===== src/gauge_pkg.sv =====
package gauge_pkg;
  localparam logic [6:0]  TARGET_ADDR       = 7'h55;
  localparam logic [7:0]  MAX_READ_ADDR     = 8'h7f;
  localparam int          MAP_WORDS         = 29;
  localparam logic [7:0]  OFS_CONTROL_WORD  = 8'h00;
  localparam logic [7:0]  OFS_AT_RATE       = 8'h02;
  localparam logic [7:0]  OFS_UNFILT_SOC    = 8'h04;
  localparam logic [7:0]  OFS_BATT_KELVIN   = 8'h06;
  localparam logic [7:0]  OFS_CELL_MV       = 8'h08;
  localparam logic [7:0]  OFS_CONDITION     = 8'h0a;
  localparam logic [7:0]  OFS_NOM_AVAIL     = 8'h0c;
  localparam logic [7:0]  OFS_FULL_AVAIL    = 8'h0e;
  localparam logic [7:0]  OFS_REMAINING     = 8'h10;
  localparam logic [7:0]  OFS_FULL_CHARGE   = 8'h12;
  localparam logic [7:0]  OFS_AVG_CURRENT   = 8'h14;
  localparam logic [7:0]  OFS_TIME_EMPTY    = 8'h16;
  localparam logic [7:0]  OFS_FILT_FULL     = 8'h18;
  localparam logic [7:0]  OFS_STANDBY_CUR   = 8'h1a;
  localparam logic [7:0]  OFS_UNFILT_FULL   = 8'h1c;
  localparam logic [7:0]  OFS_MAX_LOAD      = 8'h1e;
  localparam logic [7:0]  OFS_UNFILT_REM    = 8'h20;
  localparam logic [7:0]  OFS_FILT_REM      = 8'h22;
  localparam logic [7:0]  OFS_AVG_POWER     = 8'h24;
  localparam logic [7:0]  OFS_DIE_KELVIN    = 8'h28;
  localparam logic [7:0]  OFS_CYCLE_COUNT   = 8'h2a;
  localparam logic [7:0]  OFS_STATE_CHARGE  = 8'h2c;
  localparam logic [7:0]  OFS_STATE_HEALTH  = 8'h2e;
  localparam logic [7:0]  OFS_PASSED_CHARGE = 8'h34;
  localparam logic [7:0]  OFS_DOD_START     = 8'h36;
  localparam logic [7:0]  OFS_SELF_DSG      = 8'h38;
  localparam logic [15:0] RST_WRITABLE      = 16'h0000;
  localparam logic [7:0]  RST_POINTER       = 8'h00;
  localparam longint      CLK_HZ            = 100000000;
  localparam longint      BUS_STUCK_MS      = 2000;
  localparam longint      BUS_STUCK_CYC     = CLK_HZ / 1000 * BUS_STUCK_MS;
  localparam longint      REFRESH_MS        = 1000;
  localparam longint      REFRESH_CYC       = CLK_HZ / 1000 * REFRESH_MS;
  localparam int          WAKE_NS           = 2000;
  localparam int          WAKE_CYC          = (WAKE_NS + 9) / 10;
  localparam int          RA_STRETCH_MS     = 24;
  localparam int          BLOCK_STRETCH_MS  = 72;
  localparam int          RESTORE_STRETCH_MS = 116;
  localparam int          EOD_STRETCH_MS    = 144;
  typedef enum logic [1:0] {PWR_NORMAL, PWR_SLEEP_PLUS, PWR_SLEEP, PWR_HIBERNATE} pwr_mode_t;
endpackage : gauge_pkg


===== src/stuck_timer.sv =====
module stuck_timer
  import gauge_pkg::*;
#(
  parameter longint LIMIT = BUS_STUCK_CYC
) (
  input  wire logic mclk,
  input  wire logic arst_n,
  input  wire logic bus_low,
  output logic      expired
);
  logic [31:0] count_ff;
  wire         at_limit = (count_ff >= 32'(LIMIT - 1));

  // saturates so expiry stays up while the line is still held
  always_ff @(posedge mclk or negedge arst_n) begin
    if (!arst_n) begin
      count_ff <= '0;
      expired  <= 1'b0;
    end else begin
      count_ff <= !bus_low ? '0 : (at_limit ? count_ff : count_ff + 32'd1);
      expired  <= bus_low && at_limit;
    end
  end
endmodule : stuck_timer


===== src/gauge_i2c_command_port.sv =====
module gauge_i2c_command_port
  import gauge_pkg::*;
#(
  parameter longint STUCK_CYC   = BUS_STUCK_CYC,
  parameter longint REFRESH_CYCS = REFRESH_CYC,
  parameter int     WAKE_CYCS   = WAKE_CYC
) (
  input  wire logic               mclk,
  input  wire logic               arst_n,
  input  wire logic               scl_in,
  output logic                    scl_out,
  output logic                    scl_oe,
  input  wire logic               sda_in,
  output logic                    sda_out,
  output logic                    sda_oe,
  input  wire pwr_mode_t          pwr_mode,
  input  wire logic               nv_busy,
  input  wire logic [16*MAP_WORDS-1:0] meas_words,
  output logic [15:0]             control_word,
  output logic [15:0]             at_rate_current,
  output logic                    write_strobe,
  output logic                    engine_sleep
);
  typedef enum {ST_IDLE, ST_ADDR, ST_ADDR_ACK, ST_CMD, ST_CMD_ACK, ST_WDATA, ST_WDATA_ACK,
                ST_RDATA, ST_RDATA_ACK, ST_IGNORE} st_t;

  logic [1:0]  scl_sync_ff, sda_sync_ff;
  logic        scl_q_ff, sda_q_ff;
  st_t         st_ff;
  logic [3:0]  bit_ff;
  logic [7:0]  shift_ff, ptr_ff, tx_ff;
  logic        ack_ff, ack_ok_ff, wr_seen_ff, rd_ff;
  logic [15:0] ctrl_ff, rate_ff;
  logic [16*MAP_WORDS-1:0] snap_ff;
  logic [31:0] refresh_ff;
  logic [15:0] wake_ff;
  logic        released_ff, sleep_ff, stb_ff;
  logic        stuck;

  // two flops before any use; edge detection reads only the second
  always_ff @(posedge mclk or negedge arst_n) begin
    if (!arst_n) begin
      scl_sync_ff <= 2'h3;
      sda_sync_ff <= 2'h3;
    end else begin
      scl_sync_ff <= {scl_sync_ff[0], scl_in};
      sda_sync_ff <= {sda_sync_ff[0], sda_in};
    end
  end
  wire scl  = scl_sync_ff[1];
  wire sda  = sda_sync_ff[1];
  always_ff @(posedge mclk or negedge arst_n) begin
    if (!arst_n) begin
      scl_q_ff <= 1'b1;
      sda_q_ff <= 1'b1;
    end else begin
      scl_q_ff <= scl;
      sda_q_ff <= sda;
    end
  end
  wire scl_rise = scl && !scl_q_ff;
  wire scl_fall = !scl && scl_q_ff;
  wire start_c  = scl && scl_q_ff && sda_q_ff && !sda;
  wire stop_c   = scl && scl_q_ff && !sda_q_ff && sda;

  // pair index and byte lane for the pointer
  wire [7:0] byte_in     = {shift_ff[6:0], sda};
  wire [6:0] pair_idx    = ptr_ff[7:1];
  wire       addr_match  = (byte_in[7:1] == TARGET_ADDR);
  wire       ptr_writable = (ptr_ff[7:1] == OFS_CONTROL_WORD[7:1]) ||
                            (ptr_ff[7:1] == OFS_AT_RATE[7:1]);
  // a write runs at most to the end of the writable pair window
  wire       surplus     = wr_seen_ff && ptr_ff[0] == 1'b0 && ptr_ff != OFS_AT_RATE;
  wire [15:0] pair_word  = (ptr_ff[7:1] == OFS_CONTROL_WORD[7:1]) ? ctrl_ff :
                           (ptr_ff[7:1] == OFS_AT_RATE[7:1])      ? rate_ff :
                           (32'(pair_idx) < MAP_WORDS) ? snap_ff[16*pair_idx +: 16] : 16'h0000;
  wire [7:0]  rd_byte    = ptr_ff[0] ? pair_word[15:8] : pair_word[7:0];

  // stretching: sleepy modes wake on every packet, awake modes only on ours
  wire sleepy       = (pwr_mode == PWR_SLEEP) || (pwr_mode == PWR_HIBERNATE);
  wire ours_ack     = (st_ff == ST_ADDR_ACK) || (st_ff == ST_CMD_ACK) ||
                      (st_ff == ST_WDATA_ACK) || (st_ff == ST_RDATA_ACK);
  // wake stretch is timed; once it is over scl stays held only while nv_busy during one of our ack slots
  wire stretch_req  = (wake_ff != 16'd0) ||
                      (nv_busy && ours_ack && !scl);
  wire hold_scl     = stretch_req && !scl && !released_ff;

  always_ff @(posedge mclk or negedge arst_n) begin
    if (!arst_n) begin
      wake_ff <= '0;
    end else if (start_c && sleepy) begin
      wake_ff <= 16'(WAKE_CYCS);
    end else if (wake_ff != 16'd0) begin
      wake_ff <= wake_ff - 16'd1;
    end
  end

  stuck_timer #(.LIMIT(STUCK_CYC)) u_stuck (
    .mclk    (mclk),
    .arst_n  (arst_n),
    .bus_low (!scl || !sda),
    .expired (stuck)
  );

  // release drivers then sleep if someone else holds the line
  always_ff @(posedge mclk or negedge arst_n) begin
    if (!arst_n) begin
      released_ff <= 1'b0;
      sleep_ff    <= 1'b0;
    end else begin
      released_ff <= stuck ? 1'b1 : (scl && sda ? 1'b0 : released_ff);
      sleep_ff    <= released_ff && (!scl || !sda);
    end
  end

  // measurement snapshot once per interval
  always_ff @(posedge mclk or negedge arst_n) begin
    if (!arst_n) begin
      refresh_ff <= '0;
      snap_ff    <= '0;
    end else if (refresh_ff >= 32'(REFRESH_CYCS - 1)) begin
      refresh_ff <= '0;
      snap_ff    <= meas_words;
    end else begin
      refresh_ff <= refresh_ff + 32'd1;
    end
  end

  // serial engine
  always_ff @(posedge mclk or negedge arst_n) begin
    if (!arst_n) begin
      st_ff      <= ST_IDLE;
      bit_ff     <= '0;
      shift_ff   <= '0;
      ptr_ff     <= RST_POINTER;
      tx_ff      <= '0;
      ack_ff     <= 1'b0;
      ack_ok_ff  <= 1'b0;
      wr_seen_ff <= 1'b0;
      rd_ff      <= 1'b0;
      ctrl_ff    <= RST_WRITABLE;
      rate_ff    <= RST_WRITABLE;
      stb_ff     <= 1'b0;
    end else begin
      stb_ff <= 1'b0;
      if (released_ff) begin
        st_ff  <= ST_IDLE;
        ack_ff <= 1'b0;
      end else if (start_c) begin
        st_ff      <= ST_ADDR;
        bit_ff     <= '0;
        wr_seen_ff <= 1'b0;
      end else if (stop_c) begin
        st_ff  <= ST_IDLE;
        ack_ff <= 1'b0;
      end else begin
        unique case (st_ff)
          ST_IDLE, ST_IGNORE: begin
          end
          ST_ADDR, ST_CMD, ST_WDATA: if (scl_rise) begin
            shift_ff <= byte_in;
            bit_ff   <= bit_ff + 4'd1;
            if (bit_ff == 4'd7) begin
              bit_ff <= '0;
              if (st_ff == ST_ADDR) begin
                rd_ff     <= byte_in[0];
                ack_ok_ff <= addr_match;
                st_ff  <= addr_match ? ST_ADDR_ACK : ST_IGNORE;
              end else if (st_ff == ST_CMD) begin
                ack_ok_ff <= (byte_in <= MAX_READ_ADDR);
                st_ff  <= ST_CMD_ACK;
                if (byte_in <= MAX_READ_ADDR) ptr_ff <= byte_in;
              end else begin
                ack_ok_ff <= ptr_writable && !surplus;
                st_ff  <= ST_WDATA_ACK;
                if (ptr_writable && !surplus) begin
                  stb_ff <= 1'b1;
                  if (ptr_ff[7:1] == OFS_CONTROL_WORD[7:1]) begin
                    if (ptr_ff[0]) ctrl_ff[15:8] <= byte_in;
                    else ctrl_ff[7:0] <= byte_in;
                  end else begin
                    if (ptr_ff[0]) rate_ff[15:8] <= byte_in;
                    else rate_ff[7:0] <= byte_in;
                  end
                end
              end
            end
          end
          // ack goes out after the 8th fall and drops after the 9th, so the
          // target never moves sda while scl is high
          ST_ADDR_ACK, ST_CMD_ACK, ST_WDATA_ACK: if (scl_fall && bit_ff == 4'd0) begin
            ack_ff <= ack_ok_ff;
            bit_ff <= 4'd1;
          end else if (scl_fall && ack_ok_ff) begin
            ack_ff <= 1'b0;
            bit_ff <= '0;
            if (st_ff == ST_ADDR_ACK && rd_ff) begin
              st_ff <= ST_RDATA;
              tx_ff <= rd_byte;
            end else begin
              st_ff <= (st_ff == ST_ADDR_ACK) ? ST_CMD : ST_WDATA;
              if (st_ff == ST_WDATA_ACK) begin
                ptr_ff     <= ptr_ff + 8'd1;
                wr_seen_ff <= 1'b1;
              end
            end
          end else if (scl_fall) begin
            ack_ff <= 1'b0;
            bit_ff <= '0;
            st_ff  <= ST_IGNORE;
          end
          ST_RDATA: if (scl_fall) begin
            bit_ff <= bit_ff + 4'd1;
            tx_ff  <= {tx_ff[6:0], 1'b0};
            if (bit_ff == 4'd7) begin
              bit_ff <= '0;
              st_ff  <= ST_RDATA_ACK;
            end
          end
          // host ack taken on the rise; next byte loaded only on the fall,
          // otherwise that fall would shift away its first bit
          ST_RDATA_ACK: if (scl_rise && !sda) begin
            ptr_ff <= ptr_ff + 8'd1;
            bit_ff <= 4'd1;
          end else if (scl_rise) begin
            st_ff <= ST_IGNORE;
          end else if (scl_fall && bit_ff == 4'd1) begin
            bit_ff <= '0;
            st_ff  <= ST_RDATA;
            tx_ff  <= rd_byte;
          end
        endcase
      end
    end
  end

  // pins: open drain, drive low only
  wire sda_drive = !released_ff && (ack_ff ||
                   (st_ff == ST_RDATA && !tx_ff[7]));
  always_ff @(posedge mclk or negedge arst_n) begin
    if (!arst_n) begin
      sda_oe       <= 1'b0;
      scl_oe       <= 1'b0;
      sda_out      <= 1'b0;
      scl_out      <= 1'b0;
      control_word <= RST_WRITABLE;
      at_rate_current <= RST_WRITABLE;
      write_strobe <= 1'b0;
      engine_sleep <= 1'b0;
    end else begin
      sda_oe       <= sda_drive;
      scl_oe       <= hold_scl;
      sda_out      <= 1'b0;
      scl_out      <= 1'b0;
      control_word <= ctrl_ff;
      at_rate_current <= rate_ff;
      write_strobe <= stb_ff;
      engine_sleep <= sleep_ff;
    end
  end
endmodule : gauge_i2c_command_port


===== config.mk =====
export PLATFORM = sky130hd
export DESIGN_NAME = gauge_i2c_command_port
export DESIGN_NICKNAME = d
export VERILOG_FILES = /design/src/gauge_pkg.sv /design/src/stuck_timer.sv /design/src/gauge_i2c_command_port.sv
export SDC_FILE = /design/constraint.sdc
export NUM_CORES = 2
export LEC_CHECK = 0
export BUFFER_PORTS_ARGS = -buffer_cell sky130_fd_sc_hd__buf_4
export CAP_MARGIN = 20
export CORE_UTILIZATION = 30
export DETAILED_ROUTE_END_ITERATION = 12
export PLACE_DENSITY_LB_ADDON = 0.25
export SETUP_SLACK_MARGIN = 0.05
export SYNTH_ARGS = -nofsm -noshare
export SYNTH_HDL_FRONTEND = slang
export SYNTH_SLANG_ARGS = --single-unit

===== constraint.sdc =====
create_clock -name mclk -period 7.2 [get_ports mclk]
set_input_delay 0 -clock mclk [delete_from_list [all_inputs] [get_ports mclk]]
set_output_delay 0 -clock mclk [all_outputs]
set_load 0.01 [all_outputs]

* After elaboration in Yosys (flattened, before gate mapping) *
Index checks and enable logic that the tools add are counted.
W data, S select, Z words.

cells by class
  shifts and indexed selects = 1
  bitwise logic cells = 7
  equal/unequal tests = 55
  magnitude comparators = 4
  reduce and logical (&&, ||, !) cells = 69
  $add $sub $neg = 5
  muxes and demuxes = 86

operators by type and width
  operator                 number
  $mux W32                 16
  $shiftx A464 B12 Y16     1
  $eq A32 B3 Y1 const B    6
  $mux W8                  18
  $eq A32 B4 Y1 const B    4
  $pmux W32 S4             1
  $eq A32 B2 Y1 const B    3
  $mux W16                 5
  $add A32 B1 Y32 const B  2
  $reduce_and A11 Y1       5
  $mux W4                  13
  $pmux W8 S3              2
  $ne A2 B2 Y1 const B     20
  $ne A5 B5 Y1 const B     7
  $eq A32 B1 Y1 const B    1
  $eq A32 B5 Y1 const B    1
  $ge A32 B27 Y1 const B   1
  $ge A32 B28 Y1 const B   1
  $mux W1                  27
  $logic_and A1 B1 Y1      25
  $pmux W4 S4              1
  $reduce_bool A16 Y1      1
  $sub A16 B1 Y16 const B  1
  $reduce_and A14 Y1       1
  31 further kinds         64

storage, ports and cells
  word-level logic and storage cells = 258
  input port bits = 471
  register bits = 685
  output and inout bits = 38

* Logic depth before layout (Yosys ltp) *
  depth in word-level cells = 14
  mapped depth = 11
  gate-level depth less buffers = 8

* Cells and area by module *
A second synthesis with hierarchy kept.

second synthesis, totals
  cells, all modules = 2240
  area, all modules = 32580.0 um2

by module, submodules not included
  module                  area each (um2)  sequential area each (um2)  instances  cells each
  gauge_i2c_command_port  30845.8          15622.5                     1          2073
  stuck_timer             1734.2           825.8                       1          167

* Least setup slack after synthesis *
No wires, ideal clock.

  path type = register to register
  start = register ptr_ff[0]
  end = register ctrl_ff[10]
  clock period less this slack = 2.677 ns
  slack = 4.523 ns
  arrival time = 2.552 ns
  data required time = 7.075 ns
  path buffers = 3
  library setup time = 0.125 ns
  cell stages (with the launch flop) = 12
  cell sequence = dfrtp_1 > clkbuf_1 > inv_1 > clkbuf_1 > ha_1 > nor3b_1 > nor4b_2 > and4b_1 > buf_2 > nand2_1 > nor2_4 > mux2_2

on the way
  word-level cells in the longest chain between the ends = 6
  elaborated cells between the ends (all ways) = 7
  classes of those cells = eq/ne (1); bitwise (1); reduce/logical (5)

ends and longest elaborated chain
  item                                                  RTL line                       text
  from (decl)                                           gauge_i2c_command_port.sv:31   logic [7:0] shift_ff, ptr_ff, tx_ff;
  from (signal assigned)                                gauge_i2c_command_port.sv:172  if (byte_in <= MAX_READ_ADDR) ptr_ff <= byte_in;
  from (signal assigned)                                gauge_i2c_command_port.sv:203  ptr_ff <= ptr_ff + 8'd1;
  from (signal assigned)                                gauge_i2c_command_port.sv:223  ptr_ff <= ptr_ff + 8'd1;
  branches (longest 5 deep; another with $ne A8 B2 Y1)  --
  $reduce_and A11 Y1 (no line) (*)                      --
  to (signal assigned)                                  gauge_i2c_command_port.sv:179  if (ptr_ff[0]) ctrl_ff[15:8] <= byte_in;
  to (decl)                                             gauge_i2c_command_port.sv:33   logic [15:0] ctrl_ff, rate_ff;

Every way passes the cells marked *.
A chain may end at the register's enable or synchronous reset.

* Final worst setup path *
  start = register ptr_ff[1]
  end = register tx_ff[4]

on the way
  word-level cells in the longest chain between the ends = 9
  elaborated cells between the ends (all ways) = 15
  classes of those cells = order compare (1); eq/ne (1); shift (1); mux (11); reduce/logical (1)

ends and longest elaborated chain
  item                                                  RTL line                                                      text
  $shiftx A464 B12 Y16 or $lt A7 B5 Y1 (tied branches)  gauge_i2c_command_port.sv:76                                  (32'(pair_idx) < MAP_WORDS) ? snap_ff[16*pair_idx +: 16] : 16'h0000;
  $mux W16                                              gauge_i2c_command_port.sv:76
  $mux W16                                              gauge_i2c_command_port.sv:75                                  (ptr_ff[7:1] == OFS_AT_RATE[7:1]) ? rate_ff :
  $mux W16 (*)                                          gauge_i2c_command_port.sv:74                                  wire [15:0] pair_word = (ptr_ff[7:1] == OFS_CONTROL_WORD[7:1]) ? ctrl_ff :
  $mux W8 (*)                                           gauge_i2c_command_port.sv:77                                  wire [7:0] rd_byte = ptr_ff[0] ? pair_word[15:8] : pair_word[7:0];
  $mux W8, on equally long branches                     gauge_i2c_command_port.sv:227, gauge_i2c_command_port.sv:197
  $mux W8, on equally long branches                     gauge_i2c_command_port.sv:225, gauge_i2c_command_port.sv:194
  $mux W8, on equally long branches                     gauge_i2c_command_port.sv:222, gauge_i2c_command_port.sv:191
  $pmux W8 S3 (*)                                       gauge_i2c_command_port.sv:157                                 unique case (st_ff)
  to (signal assigned)                                  gauge_i2c_command_port.sv:199                                 tx_ff <= rd_byte;
  to (signal assigned)                                  gauge_i2c_command_port.sv:214                                 tx_ff <= {tx_ff[6:0], 1'b0};
  to (signal assigned)                                  gauge_i2c_command_port.sv:230                                 tx_ff <= rd_byte;
  to (decl)                                             gauge_i2c_command_port.sv:31

Every way passes the cells marked *; elsewhere a longest branch is shown, timed or not. The select of a mux whose other input is x is not followed.

==> results.toml <==
[min_path]
worstHoldPathType = "primary input to asynchronous set/reset pin"

[logic_synthesis]
syn_inst = 2213
synth_edf_count = 0
synth_seq_cells = 657
async_reset_ff_frac = 1.00
ys.warnings.count = 0
synthesis.area_sq_um = 30200
synthFlopType = "dfrtp_1"
synthDistinctLibCells = 86
syn_area_per_cell_sq_um = 13.6
ys_seq_area_frac = 0.545

[drt]
drt-vias-per-instance = 4.96
drc = 0
drtPass1Iterations = 6
drtIter0Drc = 1289
wirelength_um = 101000
ant_nets = 0
wl_per_cell_um = 22.2
dr_total_vias = 22488

[sta]
finalSetupViolations = 0
post-route-min-period_ns = 3.75
max_slew_margin = 0.275
tns_ns = 0
max_freq_mhz = 267
min_period_over_period = 0.521
grt_setup_unrepaired = "false"
tightest_slew_ns = 1.09
maxSlewViolCount = 0
clock_skew_ns = 0.0464
finalHoldViolCount = 0
layout_setup_ws_ns = 3.45

[cts]
cts_buffers = 80
cts_buffer_depth = 3
path_clk_slew_ns = 0.06
cts_sinks = 657
cts_tree = "done"
clk_latency_ns = 0.66
clockRootBuffer = "clkbuf_16"
postCtsSetupBuffers = 0
htree_num_levels = 3

[final_layout]
final_common_cell = "dfrtp_1"
multi_input_area_sq_um = 13000
final_nets = 3644
regArea_sq_um = 16500
syn2layout_area_growth_pct = 41.7
fillers = 9121
drive_above_1_share = 0.412
final_cell_mix = "646 x dfrtp_1, 533 x mux2_2, 524 x buf_4"

[setup_path]
cp_slowest_stage_delay_ns = 0.89
critPathCaptureType = "flip-flop"
worst-path-max-fanout = 34
worstPathBufferInverterCount = 1
worstPathArrival_ns = 4.25
crit_type = "flip-flop to flip-flop"
cp.required_ns = 7.70
path_cells = "buf_4 > mux4_2 > and2_1 > a211oi_1 > nor3_1 > o21ai_0 > a21oi_1"
cp_top_family = "compound AO/OA/AOI/OAI gates"
crit_path_start_kind = "flip-flop"
crit_slowest_cell = "dfrtp_4"

[pwr]
switching_power_uw = 4180
combPwrFrac = 0.300
p_leak_uw = 0.0185
seqPwrFrac = 0.362
internal_power_uw = 8110
clkPwrFrac = 0.339
peakVddDrop_mv = 0.188
powerDensity_nw_per_um2 = 288
switching_share = 0.340

[global_routing]
grt_max_degree = 167
grt_usage = 0.197
grt.met3_usage = 0.0449
busiest_layer = "met2"
grt_util_met1 = 0.248
grt_pass1_vias = 24764
grt_first_pass_wirelength_um = 152000
antenna_found_initial = 30
use_met2 = 0.334
grt-ovfl-total = 0

[floorplanning]
boundaryPins = 509
row_count = 115
core_sq_um = 99000
die_h_um = 319
dieArea_sq_um = 102000
die_w_um = 319
start_util = 0.305

[outcome]
status = "finished clean"

[placed_design]
io_buffers = 505
dp_slack_ns = 3.42
gp_congestion = 0.847
dp_hpwl_um = 71600

[job]
maxCapViolations = 0
## kinds of logic after synthesis
group | share of synthesized area
flip-flops | 0.545
AND/OR/NAND/NOR | 0.0741
XOR/XNOR | 0.0122
multiplexers | 0.286
adder cells (fa/ha/maj) | 0.00332
other | 0.000124
AO/OA/AOI/OAI | 0.0543
buffers and inverters | 0.0252
## sequential cells by signal, indices dropped and copies added, names as in the netlist, 2 cells and up
register	flops
u_stuck.count_ff	32
at_rate_current	16
bit_ff	4
st_ff	4
sda_sync_ff	2
shift_ff	7
control_word	16
refresh_ff	32
tx_ff	8
snap_ff	464
rate_ff	16
ptr_ff	8
ctrl_ff	16
scl_sync_ff	2
wake_ff	16
## power by group through the flow
stage	logic, uW	registers, uW	clock network (uW)
after floorplan	2330	4220	0
after global placement	3450	4480	0
after detailed placement	3490	4510	0
after CTS	3730	4440	4280
after global routing	3960	4490	4430
final	3680	4450	4170
## worst paths after layout
kind / startpoint / end / slack (ns) / cells past startpoint
min in group mclk: scl_in / scl_sync_ff[0] / 0.04 / 2
max: ptr_ff[1] / tx_ff[4] / 3.45 / 7
max in group asynchronous: arst_n / snap_ff[142] / 5.69 / 4
min: arst_n / snap_ff[349] / 0.03 / 3
max reg2reg: ptr_ff[1] / tx_ff[4] / 3.45 / 7
min reg2reg: sleep_ff / engine_sleep / 0.35 / 0
## tightest hold or removal path, stage by stage
cell           delay, ns
dlygate4sd3_1       0.57
buf_8               0.20
buf_16              0.28
## metal layers
metal / vias to the layer above / wire length [um]
li1: 10120 / -
met1: 11545 / 42500
met2: 635 / 49700
met3: 172 / 5630
met4: 16 / 2690
met5: - / 101
## cell usage after synthesis, types with 9 or more instances
master | number | area share
inv_1 | 18 | 0.0022
nor3b_1 | 9 | 0.0022
xor2_1 | 25 | 0.0073
clkbuf_1 | 47 | 0.0058
nand2b_1 | 20 | 0.0041
nand2_1 | 99 | 0.012
a31oi_1 | 21 | 0.0044
and3_1 | 9 | 0.0019
nor2b_1 | 11 | 0.0023
mux2_2 | 533 | 0.20
a221oi_1 | 14 | 0.0041
dfrtp_1 | 651 | 0.54
xnor2_1 | 17 | 0.0049
a211oi_1 | 10 | 0.0025
o21ai_0 | 34 | 0.0056
nor2_1 | 109 | 0.014
and2_1 | 15 | 0.0031
mux2i_1 | 56 | 0.019
a21oi_1 | 58 | 0.0096
buf_4 | 9 | 0.0022
buf_2 | 70 | 0.012
nor3_1 | 24 | 0.0040
nand4_1 | 13 | 0.0027
or4_1 | 17 | 0.0042
a22oi_1 | 11 | 0.0027
nor4_1 | 15 | 0.0031
o31ai_1 | 14 | 0.0035
nand3_1 | 49 | 0.0081
mux4_2 | 90 | 0.067
## layout make-up
cell class	count	area share
inverter	18	0.00158
multi-input combinational	1407	0.305
clock buffer	105	0.0525
tap	1287	0.0377
sequential	657	0.385
timing repair buffer	1001	0.205
antenna	21	0.00123
clock inverter	39	0.0119
## metrics by stage
stage / area [sq um] / total power [uW] / util / hold WS [ns] / std cells
4_1_cts: 42700 / 12500 / 0.431 / 0.00334 / 4512
6_report: 42700 / 12300 / 0.432 / 0.0302 / 4535
3_5_place_dp: 35200 / 7990 / 0.355 / -0.00407 / 3897
5_1_grt: 42700 / 12900 / 0.432 / 0.0161 / 4533
2_1_floorplan: 30200 / 6540 / - / -0.296 / 2219
3_3_place_gp: 35200 / 7940 / 0.355 / -0.00985 / 3897
## repair_timing
item                      CTS  global route
hold buffers              471             0
gates resized for setup     0             0
hold endpoints to repair  736             0
Note: power is estimated with default switching activity, not from simulation.
